===== src/verilog/mprf_pkg.sv =====
/*
 * Shared constants for the multipurpose register readout formatter.
 * Assumes the mode register logic and the pattern storage live outside.
 */
//
// Function
// Normal core operations are allowed again once the mode set delay expires.
// Three readout formats exist: serial, parallel and staggered.
// Two-bit format code: 00 serial, 01 parallel, 10 staggered, 11 reserved.
// Register readout only while the mode register three enable bit is 1.
// Bank address bits one and zero pick pattern location zero to three.
// Mode register, sensor and error frame readout always use serial format.
// The four 8-bit calibration locations are readable in all formats; in parallel format the code reads location zero only.
// Data strobes run with register data, including the programmed preamble.
// Serial: same 8-bit sequence on every lane, leftmost bit first.
// Parallel: lane pattern of first unit interval repeats for whole burst.
// Parallel: only pattern location zero supplies the data.
// Controller never reads locations one to three in parallel format.
// Parallel on x4: first four bits only, leftmost bit on lane zero.
// Parallel on x16: same byte pattern on lower and upper byte.
// Staggered: lane n of a nibble carries location (k+n) mod 4.
// Staggered on x8 and wider: every nibble repeats the lower nibble.
// Staggered x8/x16 reads use the same location rotation as x4.
// Back-to-back reads give contiguous bursts with no idle clocks.
// Burst chop four drives only the chosen half, rest left undriven; the code still drives and toggles DQS there.
package mprf_pkg;

    // ****************************************************************
    // Readout format and page codes
    // ****************************************************************
    localparam logic [1:0] FMT_SERIAL   = 2'h0;
    localparam logic [1:0] FMT_PARALLEL = 2'h1;
    localparam logic [1:0] FMT_STAGGER  = 2'h2;
    localparam logic [1:0] FMT_RFU      = 2'h3;
    localparam logic [1:0] PAGE_ZERO    = 2'h0;

    // ****************************************************************
    // Latency pipe entry layout and burst timing
    // ****************************************************************
    localparam int         ENT_W        = 7;
    localparam int         ENT_VLD      = 6;
    localparam int         ENT_BC4      = 5;
    localparam int         ENT_A2       = 4;
    localparam int         ENT_BA_LO    = 2;
    localparam int         ENT_FMT_LO   = 0;
    localparam logic [2:0] UI_LAST      = 3'h7;
    localparam int         DQ_W_DEF     = 16;
    localparam int         READ_LAT_DEF = 11;   // Link clocks, read latency
    localparam int         MOD_DLY_DEF  = 24;   // Link clocks, mode set delay
    localparam logic [7:0] MOD_CNT_ZERO = 8'h00;

    typedef enum logic [1:0] {
        MPRF_IDLE,
        MPRF_PRE,
        MPRF_DATA
    } mprf_state_t;

endpackage


===== src/verilog/mprf_lat_pipe.sv =====
/*
 * Read latency delay line, advanced once per link clock.
 * Assumes the caller supplies a one-cycle shift enable on the system clock.
 */
`timescale 1ns/1ps
module mprf_lat_pipe
    import mprf_pkg::*;
#(
    parameter int DEPTH = READ_LAT_DEF,
    parameter int W     = ENT_W
) (
    input  wire logic               clk,
    input  wire logic               srst,
    input  wire logic               shift_en,
    input  wire logic [W-1:0]       din,
    output logic      [DEPTH*W-1:0] taps
);

    typedef struct packed {
        logic [DEPTH*W-1:0] sr;
    } mprf_pipe_t;

    mprf_pipe_t q;
    mprf_pipe_t d;

    // Stage zero takes the new command, older entries move up one stage
    always_comb begin
        d = q;
        if (shift_en) begin
            d.sr = {q.sr[(DEPTH-1)*W-1:0], din};
        end
    end

    // Synchronous clear keeps stale reads from leaking out after reset
    always_ff @(posedge clk) begin
        if (srst) begin
            q <= '0;
        end else begin
            q <= d;
        end
    end

    assign taps = q.sr;

endmodule


===== src/verilog/mprf_readout.sv =====
/*
 * Multipurpose register readout formatter: serial, parallel, staggered.
 * Assumes pattern bytes and mode fields arrive static on the system clock,
 * and that link clock and command pins come from outside its domain.
 */
`timescale 1ns/1ps
module mprf_readout
    import mprf_pkg::*;
#(
    parameter int DQ_W     = DQ_W_DEF,
    parameter int READ_LAT = READ_LAT_DEF,
    parameter int MOD_DLY  = MOD_DLY_DEF
) (
    input  wire logic            SYS_CLK,
    input  wire logic            SRST,
    input  wire logic            LINK_CK,
    input  wire logic            RD_CMD,
    input  wire logic [1:0]      BANK_ADDR,
    input  wire logic            BC4,
    input  wire logic            A2,
    input  wire logic            MPR_EN,
    input  wire logic [1:0]      RD_FMT,
    input  wire logic [1:0]      PAGE,
    input  wire logic            PRE2,
    input  wire logic [7:0]      LOC0,
    input  wire logic [7:0]      LOC1,
    input  wire logic [7:0]      LOC2,
    input  wire logic [7:0]      LOC3,
    output logic      [DQ_W-1:0] DQ_O,
    output logic                 DQ_OE_N,
    output logic                 DQS_O,
    output logic                 DQS_OE_N,
    output logic                 CORE_READY
);

    // ****************************************************************
    // State
    // ****************************************************************
    typedef struct packed {
        logic [2:0]      lk;       // Link clock sync, then edge history
        logic [4:0]      cs1;      // Command pin sync, first stage
        logic [4:0]      cs2;
        mprf_state_t     st;
        logic [2:0]      ui;
        logic [1:0]      cur_k;
        logic            cur_bc4;
        logic            cur_a2;
        logic [1:0]      cur_fmt;
        logic [7:0]      mod_cnt;
        logic            ready;
        logic [DQ_W-1:0] dq;
        logic            dq_oe_n;
        logic            dqs;
        logic            dqs_oe_n;
        logic [1:0]      ofmt;     // Format and position of the driven UI
        logic [1:0]      ok;
        logic [2:0]      oui;
    } mprf_st_t;

    mprf_st_t             q;
    mprf_st_t             d;
    logic                 rise;
    logic                 fall;
    logic [ENT_W-1:0]     din;
    logic [READ_LAT*ENT_W-1:0] taps;
    logic [ENT_W-1:0]     tap_start;
    logic [ENT_W-1:0]     tap_pre;
    logic [31:0]          locs;
    logic [1:0]           fmt_sel;

    // ****************************************************************
    // Lane pattern for one unit interval
    // ****************************************************************
    function automatic logic [DQ_W-1:0] lane_bits(input logic [1:0]  fmt,
                                                  input logic [1:0]  k,
                                                  input logic [2:0]  ui,
                                                  input logic [31:0] lv);
        logic [DQ_W-1:0] r;
        logic [1:0]      loc;
        r   = '0;
        loc = 2'h0;
        for (int i = 0; i < DQ_W; i++) begin
            case (fmt)
                FMT_PARALLEL: begin
                    r[i] = lv[7 - (i % 8)];
                end
                FMT_STAGGER: begin
                    loc  = k + 2'(i % 4);
                    r[i] = lv[{loc, ~ui}];
                end
                default: begin
                    r[i] = lv[{k, ~ui}];
                end
            endcase
        end
        return r;
    endfunction

    // ****************************************************************
    // Command capture and read latency
    // ****************************************************************
    assign rise    = q.lk[1] & ~q.lk[2];
    assign fall    = ~q.lk[1] & q.lk[2];
    assign locs    = {LOC3, LOC2, LOC1, LOC0};
    // Non-zero pages hold mode data, and the reserved code falls back too
    assign fmt_sel = (PAGE != PAGE_ZERO || RD_FMT == FMT_RFU) ? FMT_SERIAL
                                                              : RD_FMT;
    // Reads only enter while the enable bit is set; fields packed per ENT_* layout
    assign din     = {q.cs2[4] & MPR_EN, q.cs2[1:0], q.cs2[3:2], fmt_sel};

    mprf_lat_pipe #(
        .DEPTH (READ_LAT),
        .W     (ENT_W)
    ) u_pipe (
        .clk      (SYS_CLK),
        .srst     (SRST),
        .shift_en (rise),
        .din      (din),
        .taps     (taps)
    );

    // Preamble tap sits one or two link clocks ahead of the data tap
    assign tap_start = taps[(READ_LAT-1)*ENT_W +: ENT_W];
    assign tap_pre   = PRE2 ? taps[(READ_LAT-3)*ENT_W +: ENT_W]
                            : taps[(READ_LAT-2)*ENT_W +: ENT_W];

    // ****************************************************************
    // Burst sequencer and output formatting
    // ****************************************************************
    always_comb begin
        logic       load;
        logic       drive;
        logic [2:0] ui_eff;
        load   = 1'b0;
        drive  = 1'b0;
        ui_eff = 3'h0;
        d      = q;
        d.lk   = {q.lk[1:0], LINK_CK};
        d.cs1  = {RD_CMD, BANK_ADDR, BC4, A2};
        d.cs2  = q.cs1;
        case (q.st)
            MPRF_IDLE: begin
                if (rise && tap_start[ENT_VLD]) begin
                    load = 1'b1;
                end else if (rise && tap_pre[ENT_VLD]) begin
                    d.st = MPRF_PRE;
                end
            end
            MPRF_PRE: begin
                if (rise && tap_start[ENT_VLD]) begin
                    load = 1'b1;
                end
            end
            MPRF_DATA: begin
                if (rise && q.ui == UI_LAST) begin
                    // Next burst follows at once when its slot is due
                    if (tap_start[ENT_VLD]) begin
                        load = 1'b1;
                    end else if (tap_pre[ENT_VLD]) begin
                        d.st = MPRF_PRE;
                    end else begin
                        d.st = MPRF_IDLE;
                    end
                end else if (rise || fall) begin
                    d.ui = q.ui + 3'h1;
                end
            end
            default: begin
                d.st = MPRF_IDLE;
            end
        endcase
        if (load) begin
            d.st      = MPRF_DATA;
            d.ui      = 3'h0;
            d.cur_k   = tap_start[ENT_BA_LO +: 2];
            d.cur_bc4 = tap_start[ENT_BC4];
            d.cur_a2  = tap_start[ENT_A2];
            d.cur_fmt = tap_start[ENT_FMT_LO +: 2];
        end
        // Chopped bursts pick their half by A2; DQ stays quiet afterwards while DQS keeps toggling
        ui_eff     = d.cur_bc4 ? {d.cur_a2, d.ui[1:0]} : d.ui;
        drive      = (d.st == MPRF_DATA) && !(d.cur_bc4 && d.ui[2]);
        d.dq       = drive ? lane_bits(d.cur_fmt, d.cur_k, ui_eff, locs)
                           : '0;
        d.dq_oe_n  = !drive;
        d.dqs_oe_n = (d.st == MPRF_IDLE);
        d.dqs      = (d.st == MPRF_DATA) && !d.ui[0];
        d.ofmt     = d.cur_fmt;
        d.ok       = d.cur_k;
        d.oui      = ui_eff;
        // Core access waits out the mode set delay, counted in link clocks
        if (MPR_EN) begin
            d.mod_cnt = 8'(MOD_DLY);
        end else if (rise && q.mod_cnt != MOD_CNT_ZERO) begin
            d.mod_cnt = q.mod_cnt - 8'h01;
        end
        d.ready = !MPR_EN && d.mod_cnt == MOD_CNT_ZERO;
    end

    // Reset leaves every pin released and the core ready
    always_ff @(posedge SYS_CLK) begin
        if (SRST) begin
            q          <= '0;
            q.dq_oe_n  <= 1'b1;
            q.dqs_oe_n <= 1'b1;
            q.ready    <= 1'b1;
        end else begin
            q <= d;
        end
    end

    assign DQ_O       = q.dq;
    assign DQ_OE_N    = q.dq_oe_n;
    assign DQS_O      = q.dqs;
    assign DQS_OE_N   = q.dqs_oe_n;
    assign CORE_READY = q.ready;

    logic on_ser;
    logic on_par;
    logic on_stg;
    logic stg_lane1;
    assign on_ser    = !q.dq_oe_n && q.ofmt == FMT_SERIAL;
    assign on_par    = !q.dq_oe_n && q.ofmt == FMT_PARALLEL;
    assign on_stg    = !q.dq_oe_n && q.ofmt == FMT_STAGGER;
    assign stg_lane1 = locs[{q.ok + 2'h1, ~q.oui}];

    if (DQ_W == 16) begin : g_x16

    end
    if (DQ_W >= 8) begin : g_x8

    end
endmodule

===== config.mk =====
export PLATFORM = sky130hd
export DESIGN_NAME = mprf_readout
export DESIGN_NICKNAME = d
export VERILOG_FILES = /design/src/verilog/mprf_pkg.sv /design/src/verilog/mprf_lat_pipe.sv /design/src/verilog/mprf_readout.sv
export SDC_FILE = /design/constraint.sdc
export NUM_CORES = 1
export LEC_CHECK = 0
export ABC_AREA = 0
export BUFFER_PORTS_ARGS = -buffer_cell sky130_fd_sc_hd__buf_2
export CORE_MARGIN = 2
export CORE_UTILIZATION = 30
export DETAILED_ROUTE_END_ITERATION = 7
export PLACE_DENSITY_LB_ADDON = 0.2
export SLEW_MARGIN = 20
export SYNTH_ARGS = -nofsm -noshare
export SYNTH_HDL_FRONTEND = slang
export SYNTH_SLANG_ARGS = --single-unit

===== constraint.sdc =====
create_clock -name SYS_CLK -period 4.9 [get_ports SYS_CLK]
set_input_delay 0.49 -clock SYS_CLK [delete_from_list [all_inputs] [get_ports SYS_CLK]]
set_output_delay 0.49 -clock SYS_CLK [all_outputs]
set_load 0.1 [all_outputs]

Word level (Yosys, flattened, before mapping)

Cells that the tools add are included.

$add $sub $neg: 5
$lt $le $gt $ge: 4
Equality and inequality tests: 7
Multiplexer cells: 35
Bitwise operators: 7
Reduce and logical (&&, ||, !) cells: 21

Operators with widths:

| operator              | number |
|---|---|
| $lt A5 B6 Y1 const B  | 4 |
| $bmux W1 S5           | 4 |
| $mux W8               | 2 |
| $pmux W1 S2           | 7 |
| $mux W3               | 4 |
| $mux W11              | 1 |
| $mux W1               | 10 |
| $mux W2               | 5 |
| $eq A2 B2 Y1 const B  | 4 |
| $logic_and A1 B1 Y1   | 8 |
| $logic_not A8 Y1      | 1 |
| $reduce_bool A8 Y1    | 1 |
| $sub A8 B1 Y8 const B | 1 |
| $mux W7               | 1 |
| $pmux W2 S3           | 1 |
| $add A2 B2 Y2 const B | 2 |
| $eq A2 B1 Y1 const B  | 2 |
| $logic_not A1 Y1      | 4 |
| $logic_not A2 Y1      | 2 |
| $reduce_or A2 Y1      | 2 |
| $add A3 B1 Y3 const B | 1 |
| $and A1 B1 Y1         | 3 |
| $eq A3 B3 Y1 const B  | 1 |
| $not A1 Y1            | 3 |
| other kinds (4)       | 5 |

Flip-flop bits (word level): 129
Bits of input ports: 46
Output and inout port bits: 20
Logic and storage cells: 95

Depth between registers and ports, before layout

Gate-level depths: netlist (run 1).

Depth after elaboration: 12
Depth in mapped cells: 13
Depth with buffers taken out: 11

Modules after synthesis

A second synthesis (run 1) with hierarchy kept.

Cell total of the unflattened synthesis: 595
Area, all modules: 5703.0 um2

Modules (own cells, without submodules):

| module        | instances | cells each | area an instance (um2) | sequential area each (um2) |
|---|---|---|---|---|
| mprf_readout  | 1         | 346        | 2949.1                 | 880.8 |
| mprf_lat_pipe | 1         | 249        | 2753.9                 | 1541.5 |

Worst setup path before layout (run 1)

Ideal clock, no wire load.

Path type: reg-to-reg
From: reg q[41] (netlist bit)
To: reg q (netlist bit DQ_O[10])
Library setup time: 0.058 ns
Arrival time: 2.883 ns
Setup slack: 1.959 ns
Stages on the path, launching flop included: 12
Period minus slack after synthesis: 2.941 ns
Path through: dfxtp_1 > ha_1 > ha_1 > or4b_1 > mux2_4 > a21oi_2 > or2_4 > mux2_2 > o211ai_1 > o211ai_2 > a31oi_4 > o21a_1

Longest elaborated chain between the ends: 10

RTL lines:

| element                                                | line                                                        | source |
|---|---|---|
| start: declaration                                     | mprf_readout.sv:60                                          | `mprf_st_t q;` |
| $add A3 B1 Y3 / $eq A3 B3 Y1 (equally long branches)   | mprf_readout.sv:165, mprf_readout.sv:155                    |  |
| $mux W3 / $logic_and A1 B1 Y1 (equally long branches)  | mprf_readout.sv:164, mprf_readout.sv:155                    |  |
| $mux W3 / $mux W1 (equally long branches)              | mprf_readout.sv:155                                         | `if (rise && q.ui == UI_LAST) begin` |
| $mux W3 / $pmux W1 S2 (equally long branches)          | mprf_readout.sv:141                                         | `case (q.st)` |
| $mux W11 (*)                                           | mprf_readout.sv:172                                         | `if (load) begin` |
| $mux W3 / $logic_and A1 B1 Y1 (equally long branches)  | mprf_readout.sv:181, mprf_readout.sv:182                    |  |
| $not A3 Y3 / $logic_not A1 Y1 (equally long branches)  | mprf_readout.sv:89, mprf_readout.sv:92, mprf_readout.sv:182 |  |
| $bmux W1 S5 (tied with other cells)                    | mprf_readout.sv:92                                          | `r[i] = lv[{k, ~ui}];` |
| $mux W1 (not written as such) (tied with other cells)  | mprf_readout.sv:92                                          |  |
| $pmux W1 S2 / $reduce_or A2 Y1 (equally long branches) | --                                                          |  |

Every way passes the cells marked *; elsewhere a longest branch is shown, timed or not. The select of a mux whose other input is x is not followed.
A chain may end at the register's enable or synchronous reset.

Final worst setup path (run 1)

From: reg q[58] (netlist bit)
To: reg q (netlist bit DQ_O[11])

Longest elaborated chain between the ends: 12

RTL lines:

| element                                                               | line                | source |
|---|---|---|
| $not A1 Y1                                                            | mprf_readout.sv:102 | `assign rise = q.lk[1] & ~q.lk[2];` |
| $and A1 B1 Y1                                                         | mprf_readout.sv:102 |  |
| $logic_or A1 B1 Y1                                                    | mprf_readout.sv:164 | `end else if (rise \|\| fall) begin` |
| $mux W3                                                               | mprf_readout.sv:164 |  |
| $mux W3                                                               | mprf_readout.sv:155 |  |
| $mux W3                                                               | mprf_readout.sv:141 |  |
| $mux W11 (*)                                                          | mprf_readout.sv:172 |  |
| parallel branches: the longest is 5 deep, another holds $add A2 B2 Y2 | --                  |  |

Every way passes the cells marked *. The select of a mux whose other input is x is not followed.

==> results.cfg, run 1 <==
[outcome]
status = finished clean

[sta]
rsz0062_at_grt = false
period_share_pct = 66.6
final_hold_viol_count = 0
slew_headroom_pct = 43.2
min_period_ns = 3.26
fmax_ghz = 0.307
setup_viol = 0
setup_slack_ns = 1.64
slew_violations = 0
worstMarginPinSlew_ns = 0.843
setup_tns_ns = 0
fin_hold_ws_ns = 0.289
fin_skew_ns = 0.00979

[cells_and_area]
antennaDiodeCount = 0
nNetsFinal = 629
drive_above_1_share_pct = 22.1
fin_area_um2 = 6210
area_growth_pct = 19.4

[power]
seqPwrFrac_pct = 41.7
p_per_area_nw_per_um2 = 386
p_int_mw = 1.89
power_frac_clock_pct = 54.1
leakage_nw = 2.51
p_sw_mw = 0.508
swShare_pct = 21.2
peakVddDrop_uv = 244
total_power_mw = 2.40
combPwrFrac_pct = 4.3

[worst_hold_path]
hold_class = in -> reg

[logic_synthesis]
yosys_most_used_dff = dfxtp_1
synthCells = 531
yosys_warnings = 0
synth_nets = 584
synth_largest_area_cell = dfxtp_1
ys_seq_area_share_pct = 46.5
post-synth-top-count-cell = dfxtp_1
synth-edff-count = 0
syn_area_um2 = 5200
async_flop_share_pct = 0
synth_area_leaders = dfxtp_1 (47%), mux2i_1 (17%), nor2_1 (7.4%)
ys_types = 64
synth_seq_cells = 121
netlist_top_cells_count = dfxtp_1 (121), nor2_1 (103), mux2i_1 (90)
syn_area_per_cell_um2 = 9.80
yosysTopAreaCellShare_pct = 46.5

[routing]
wl_per_cell_um = 12.6
first_pass_iters = 5
drtIter0Drc = 206
routed_wl_mm = 10.3
avgViaCountPerCell = 4.51
antenna_left = 0
drc_errors = 0
num_vias = 3666

[critical_path]
critPathKind = reg -> reg
end_kind = register
cp_top_family = compound AO/OA/AOI/OAI gates
cp-start-kind = register
cp.arrival_ns = 3.61
crit_buf_inv = 1
max_stage_delay_ns = 0.59
slowest_stage = ha_4
required_ns = 5.25
critPathMaxFanout = 41
cp_cell_sequence = inv_1, ha_4, nand2_1, a21o_2, o21a_1, mux2i_1, mux2_2, mux2i_1, o211ai_2, a31oi_4, o21a_1

[cts]
clock_path_buffers = 2
clk_pin_slew_worst_paths_ns = 0.06
cts_setup_buffers = 0
clk_latency_ns = 0.41
cts_buffers = 17
hold_buffers = 0
htree_levels = 4
ctsResizeCount = 0
cts_tree = built
cts_sinks = 121
cts-root-buf = clkbuf_16

[grt]
grt_pass1_wl_mm = 16.9
grt_max_degree = 86
antenna_found_initial = 0
grt_use_total_pct = 11.6
overflow = 0
grt_pass1_vias = 3518

[place]
place_area_um2 = 5590
post-dp-hpwl_mm = 6.92
port-buffer-count = 65
place_congestion = 0.784
pre_cts_ws_ns = 1.63

[job]
maxCapViolations = 0

[floorplanning]
die_y_um = 136
io-pin-count = 66
fp.dieW_um = 136
start_util_pct = 30.4
core_area_um2 = 17100
num_rows = 48
die_area_um2 = 18400
layer usage:
| layer | up-vias | wire (um) | global-route usage [%] |
|---|---|---|---|
| met5 | - | 0 | 0 |
| met4 | 0 | 136 | 4.05 |
| met3 | 12 | 556 | 4.60 |
| met2 | 85 | 4500 | 17.5 |
| met1 | 1673 | 5090 | 15.1 |
| li1 | 1896 | - | - |
cell type report:
cell class,count,area [um2]
fill,1747,10900
multi-input combinational,358,2500
sequential,121,2420
clock buffer,21,480
timing repair buffer,68,348
tap,225,282
clock inverter,10,141
inverter,10,37.5
kinds of logic (layout without fill, tap and decap cells):
kind of cell,Yosys count,after routing,share of synthesized area [%]
xor+xnor,7,7,1.18
fa+ha+maj,7,7,1.68
buf+inv,52,109,5.60
mux,97,97,18.9
flops,121,121,46.5
compound gates,75,75,11.3
simple gates,172,172,14.8
flip-flops by register name, summed over array words and instances (netlist names):
signal and cells:
din 4, q 21, CORE_READY 1, u_pipe.taps 77, DQ_O 8, DQS_OE_N 1, DQ_OE_N 1, d 7
DQS_O 1
metrics by stage:
step	util (%)	instances
floorplan	-	531
global placement	32.7	782
detailed placement	32.7	782
CTS	36.3	813
global route	36.3	813
finish	36.3	813
worst reg2reg max path, stage by stage (launching register included):
cell and delay, ns:
dfxtp_1 0.29, inv_1 0.08, ha_4 0.59, nand2_1 0.22, a21o_2 0.34, o21a_1 0.33, mux2i_1 0.19, mux2_2 0.28
mux2i_1 0.27, o211ai_2 0.15, a31oi_4 0.29, o21a_1 0.16
power by group through the flow:
stage / clock network (mW) / logic, mW / registers, mW
3_5_place_dp: 0 / 0.104 / 1.02
3_3_place_gp: 0 / 0.104 / 1.02
5_1_grt: 1.37 / 0.113 / 0.998
2_1_floorplan: 0 / 0.0628 / 1.02
6_report: 1.29 / 0.103 / 0.998
4_1_cts: 1.33 / 0.104 / 0.998
path summary, 6_finish.rpt:
kind / from / to / cells after the start / slack (ns)
max: q[58] / DQ_O[11] / 11 / 1.64
min: BANK_ADDR[0] / d[48] / 2 / 0.29
max reg2reg: q[58] / DQ_O[11] / 11 / 1.64
min reg2reg: d[47] / din[5] / 1 / 0.44
cells in the final DEF, fill, tap and decap left out, types with 3 or more instances in the layout:
cell type,netlist,routed
nand2_1,24,24
buf_2,0,65
mux2_2,6,6
nand3_1,5,5
nor4_1,3,3
dfxtp_1,121,121
o21ai_0,9,9
buf_4,17,3
inv_1,10,10
nor2b_1,16,16
bufinv_16,0,3
ha_1,7,6
a21oi_1,14,14
xor2_1,5,5
nor2_1,103,103
mux2i_1,90,90
o21a_1,10,10
a22oi_1,3,3
or3_1,4,4
clkbuf_16,0,17
a21o_1,6,6
o211ai_1,3,3
clkbuf_8,1,4
Note: power is estimated with default switching activity, not from simulation.
==> run 2: changes to the inputs <==
clock period = 2.84 ns   (was 4.9 ns; I/O delays follow)
==> run 2 against run 1 <==
The flow now finishes with violations (setup timing). Global-route usage is 0.44 points higher. Setup slack worse by 1.8 ns. Die area stayed put. Cell area is 3.7% higher. Largest cell class unchanged. Critical path depth stayed put. Fmax is 9.5% higher. Wire length is 4.0% higher.
==> results.cfg, run 2 (same netlist as run 1, synthesis figures left out) <==
[place]
post-dp-hpwl_mm = 7.43
pre_cts_ws_ns = -0.178
port-buffer-count = 65
place_area_um2 = 5770
place_congestion = 0.817

[routing]
drc_errors = 0
drtIter0Drc = 178
first_pass_iters = 4
antenna_left = 0
routed_wl_mm = 10.7
wl_per_cell_um = 12.8
avgViaCountPerCell = 4.52
num_vias = 3773

[outcome]
violations = setup timing
status = finished with violations

[sta]
rsz0062_at_grt = true
setup_slack_ns = -0.139
period_share_pct = 105
slew_headroom_pct = 31.7
setup_viol = 8
worstMarginPinSlew_ns = 1.02
min_period_ns = 2.98
fin_skew_ns = 0.00410
slew_violations = 0
fmax_ghz = 0.336
final_hold_viol_count = 0

[cts]
cts_tree = built
cts_buffers = 17
htree_levels = 4
clock_path_buffers = 2
clk_latency_ns = 0.41
clk_pin_slew_worst_paths_ns = 0.06
cts_sinks = 121
cts-root-buf = clkbuf_16

[power]
leakage_nw = 2.60
p_per_area_nw_per_um2 = 637
peakVddDrop_uv = 449
p_int_mw = 3.20
power_frac_clock_pct = 53.5
combPwrFrac_pct = 4.5
p_sw_mw = 0.905
swShare_pct = 22.0
seqPwrFrac_pct = 41.9

[critical_path]
crit_buf_inv = 0
critPathMaxFanout = 6
slowest_stage = or4b_4
critPathKind = reg -> reg
required_ns = 3.19
cp.arrival_ns = 3.33
crit_cells = 11
cp_top_family = compound AO/OA/AOI/OAI gates
cp-start-kind = register
end_kind = register
cp_cell_sequence = ha_4, ha_4, or4b_4, mux2_4, a21oi_4, or2_4, mux2_4, o211ai_1, o211ai_2, a31oi_4, o21a_1
max_stage_delay_ns = 0.46
rr_worst_depth = 11

[floorplanning]
die_area_um2 = 18400
io-pin-count = 66
num_rows = 48
die_y_um = 136
fp.dieW_um = 136
start_util_pct = 30.4
core_area_um2 = 17100

[cells_and_area]
antennaDiodeCount = 0
final_util_pct = 37.7
drive_above_1_share_pct = 26.6
area_growth_pct = 23.9
nNetsFinal = 649
fin_area_um2 = 6450
mostFrequentLayoutCell = dfxtp_1
final_cell_mix = dfxtp_1 (119), nor2_1 (103), mux2i_1 (88)
largest_register_ffs = 77

[worst_hold_path]
holdPathStages = 2
hold_class = in -> reg

[grt]
grt_pass1_wl_mm = 17.5
antenna_found_initial = 0
grt_use_total_pct = 12.1
overflow = 0
grt_pass1_vias = 3615
grt_max_degree = 67

[job]
maxCapViolations = 0
-- run 2: cell count changes in the layout (fill, tap and decap cells not counted), moves of 2 or more --
| cell | change |
|---|---|
| buf_4 | +21 |
| clkbuf_8 | -3 |
| clkinv_2 | +2 |
| clkinv_4 | +2 |
| dfxtp_1 | -2 |
| dfxtp_2 | +2 |
| ha_1 | -2 |
| ha_4 | +2 |
| mux2i_1 | -2 |
-- run 2: metrics by stage --
stage                     TNS [ns]  hold WS [ns]  power (mW)  std cells
after floorplan             -0.133         0.412        1.88        531
after global placement      -0.794         0.417        1.94        801
after detailed placement     -1.17         0.430        1.95        801
after CTS                    -1.04        0.0621        4.17        834
after global routing         -1.76        0.0629        4.29        834
final                       -0.863        0.0791        4.11        834
-- run 2: layout make-up --
type | instances | area [um2]
clock inverter | 14 | 173
sequential | 121 | 2420
multi-input combinational | 358 | 2590
clock buffer | 18 | 439
fill | 1725 | 10700
inverter | 10 | 37.5
tap | 225 | 282
timing repair buffer | 88 | 500
-- run 2: final timing paths --
path / endpoint / slack (ns) / from
setup / recovery: DQ_O[10] / -0.14 / q[41]
hold / removal: d[47] / 0.08 / BC4
setup reg to reg: DQ_O[10] / -0.14 / q[41]
hold reg to reg: din[2] / 0.44 / d[48]
-- run 2: repair_timing --
item | CTS | global route
buffers inserted | 1 | 0
setup endpoints to repair | 8 | 8
pin swaps | 5 | 4
resized for setup | 5 | 5
hold buffers | 0 | 0
-- run 2: routing by layer --
layer,track usage [%],up-vias,part of all wire [%]
met5,0,-,0
met4,4.17,0,1.5
met3,3.93,12,4.7
met2,20.3,71,47
met1,14.5,1739,47
li1,-,1951,-
-- run 2: power by group through the flow --
stage	Sequential, mW	Clock, mW	Combinational [mW]
after floorplan	1.77	0	0.109
after global placement	1.76	0	0.186
after detailed placement	1.76	0	0.186
after CTS	1.72	2.26	0.189
after global routing	1.72	2.36	0.205
final	1.72	2.20	0.187
==> run 3: changes to the inputs <==
CORE_MARGIN = 3   (was 2)
SYNTH_HIERARCHICAL = 1   (was default)
==> run 3 against run 2 <==
The flow now finishes without violations. Clock skew grew 0.0064 ns. Combinational power is 19% higher. Largest power group unchanged. First-iteration DRC count is 26% higher. Final cell count up 7.6%. Fmax up 8.1%. Critical path depth unchanged. Synthesized cell count up 12%. Flip-flop and latch count unchanged. Total power down 2.0%. Sequential share of layout area decreased by 2.1 points. Wire length rose by 24%. Via count increased by 18%.
==> results.cfg, run 3 <==
[critical_path]
max_stage_delay_ns = 0.37
cp-start-kind = register
slowest_stage = o211a_2
end_kind = register
critPathKind = reg -> reg
rr_worst_depth = 11
cp-startpoint = q[41]
critPathMaxFanout = 10
cp_cell_sequence = ha_1, ha_2, nor2b_4, o211a_2, o31ai_2, o311ai_1, a21oi_2, o32ai_4, a211oi_2, buf_4, nor2_1
cp.arrival_ns = 3.06
timing.rr.end = DQ_O[8]
r2r_setup_slack_ns = 0.08
crit_end = DQ_O[8]
required_ns = 3.14
worstReg2RegStart = q[41]

[routing]
first_pass_iters = 5
routed_wl_mm = 13.3
drtIter0Drc = 225
num_vias = 4444
drc_errors = 0
wl_per_cell_um = 14.8
antenna_left = 0
avgViaCountPerCell = 4.95

[grt]
grt_use_total_pct = 12.5
grt_max_degree = 73
antenna_found_initial = 0
grt_pass1_wl_mm = 20.4
grt_pass1_vias = 4093
overflow = 0

[cts]
cts_tree = built
cts_sinks = 121
cts_buffers = 17
cts-root-buf = clkbuf_16
clk_latency_ns = 0.41
clk_pin_slew_worst_paths_ns = 0.06
htree_levels = 4
hold_buffers = 0
clock_path_buffers = 2

[sta]
setup_tns_ns = 0
fin_hold_ws_ns = 0.0870
slew_headroom_pct = 28.4
fmax_ghz = 0.363
fin_skew_ns = 0.0105
min_period_ns = 2.76
slew_violations = 0
worstMarginPinSlew_ns = 1.07
setup_viol = 0
final_hold_viol_count = 0
period_share_pct = 97.0

[cells_and_area]
final_cells = 897
drive_above_1_share_pct = 24.0
mostFrequentLayoutCell = dfxtp_1
nNetsFinal = 708
antennaDiodeCount = 0
area_growth_pct = 19.7
final_cell_mix = dfxtp_1 (121), nor2_1 (102), mux2i_1 (83)
largest_register_ffs = 77

[power]
leakage_nw = 2.63
peakVddDrop_uv = 403
p_per_area_nw_per_um2 = 590

[logic_synthesis]
synth_largest_area_cell = dfxtp_1
yosys_most_used_dff = dfxtp_1
post-synth-top-count-cell = dfxtp_1
ys_types = 71
ys_seq_area_share_pct = 42.5
synth_area_leaders = dfxtp_1 (42%), mux2i_1 (15%), nor2_1 (6.7%)
yosysTopAreaCellShare_pct = 42.5
synthCells = 595
synth_nets = 648
async_flop_share_pct = 0
synth_seq_cells = 121
netlist_top_cells_count = dfxtp_1 (121), nor2_1 (102), mux2i_1 (83)
yosys_warnings = 6
syn_area_per_cell_um2 = 9.58
synth-edff-count = 0
syn_area_um2 = 5700

[outcome]
status = finished clean

[place]
port-buffer-count = 65
place_congestion = 0.821
dp.cells = 862
post-dp-hpwl_mm = 9.06

[floorplanning]
num_rows = 49
die_area_um2 = 20700
core_area_um2 = 18300
die_y_um = 144
start_util_pct = 31.1
io-pin-count = 66
fp.dieW_um = 144

[worst_hold_path]
hold_class = in -> reg

[job]
maxCapViolations = 0
## run 3: how the worst min path moves through the flow
| stage | cells after the start | slack, ns | end | start |
|---|---|---|---|---|
| 2_1_floorplan | 1 | 0.36 | d[46] | SRST |
| 3_3_place_gp | 1 | 0.42 | din[4] | d[46] |
| 3_5_place_dp | 1 | 0.42 | din[5] | d[47] |
| 4_1_cts | 2 | 0.07 | d[50] | RD_CMD |
| 5_1_grt | 2 | 0.08 | d[46] | A2 |
| 6_report | 2 | 0.09 | d[46] | A2 |
## run 3: cells by family (layout without fill, tap and decap cells)
| logic type | count (synthesis) | count (layout) | synth area share, % |
|---|---|---|---|
| mux | 93 | 93 | 16.7 |
| simple gates | 199 | 199 | 16.6 |
| compound gates | 96 | 97 | 13.1 |
| buf+inv | 69 | 141 | 8.03 |
| flops | 121 | 121 | 42.5 |
| xor+xnor | 10 | 10 | 1.54 |
| fa+ha+maj | 7 | 7 | 1.54 |
## run 3: timing repair
item | in CTS | in global routing
resized for setup | 2 | 11
setup endpoints to repair | 2 | 8
cloned | 0 | 1
pin swaps | 0 | 5
setup buffers | 0 | 2
## run 3: layout make-up
| type | instances | area [um2] |
|---|---|---|
| clock inverters | 13 | 146 |
| well taps | 229 | 287 |
| fillers | 1813 | 11500 |
| flip-flops and latches | 121 | 2420 |
| inverters | 15 | 56.3 |
| clock buffers | 19 | 433 |
| multi-input cells | 406 | 2920 |
| repair buffers | 94 | 558 |
## run 3: power breakdown
group | total [mW] | switching [mW] | internal (mW)
Sequential | 1.72 | 0.00846 | 1.71
Combinational | 0.223 | 0.131 | 0.0921
Clock | 2.08 | 0.786 | 1.30
## run 3: metal layers
layer  part of all wire (%)  GRT usage, %
met1                     47          15.7
met2                     47          20.3
met3                    5.0          3.96
met4                   0.84          4.21
met5                      0             0
## run 3: critical path: cells and delay by family (launching register included)
kind,cells,cell delay [ns]
AO/OA/AOI/OAI,6,1.55
adder cells (fa/ha/maj),2,0.41
flip-flops,1,0.31
AND/OR/NAND/NOR,2,0.21
buffers and inverters,1,0.16
## run 3: stage by stage
step           utilization, %  power, mW  setup slack, ns  area, um2
5_1_grt                  37.2       4.18          -0.0288       6830
3_3_place_gp             33.5       1.97          -0.0380       6140
4_1_cts                  36.7       4.08           0.0612       6730
6_report                 37.2       4.03           0.0845       6830
3_5_place_dp             33.5       1.97          -0.0166       6140
2_1_floorplan               -       1.91            0.241       5700
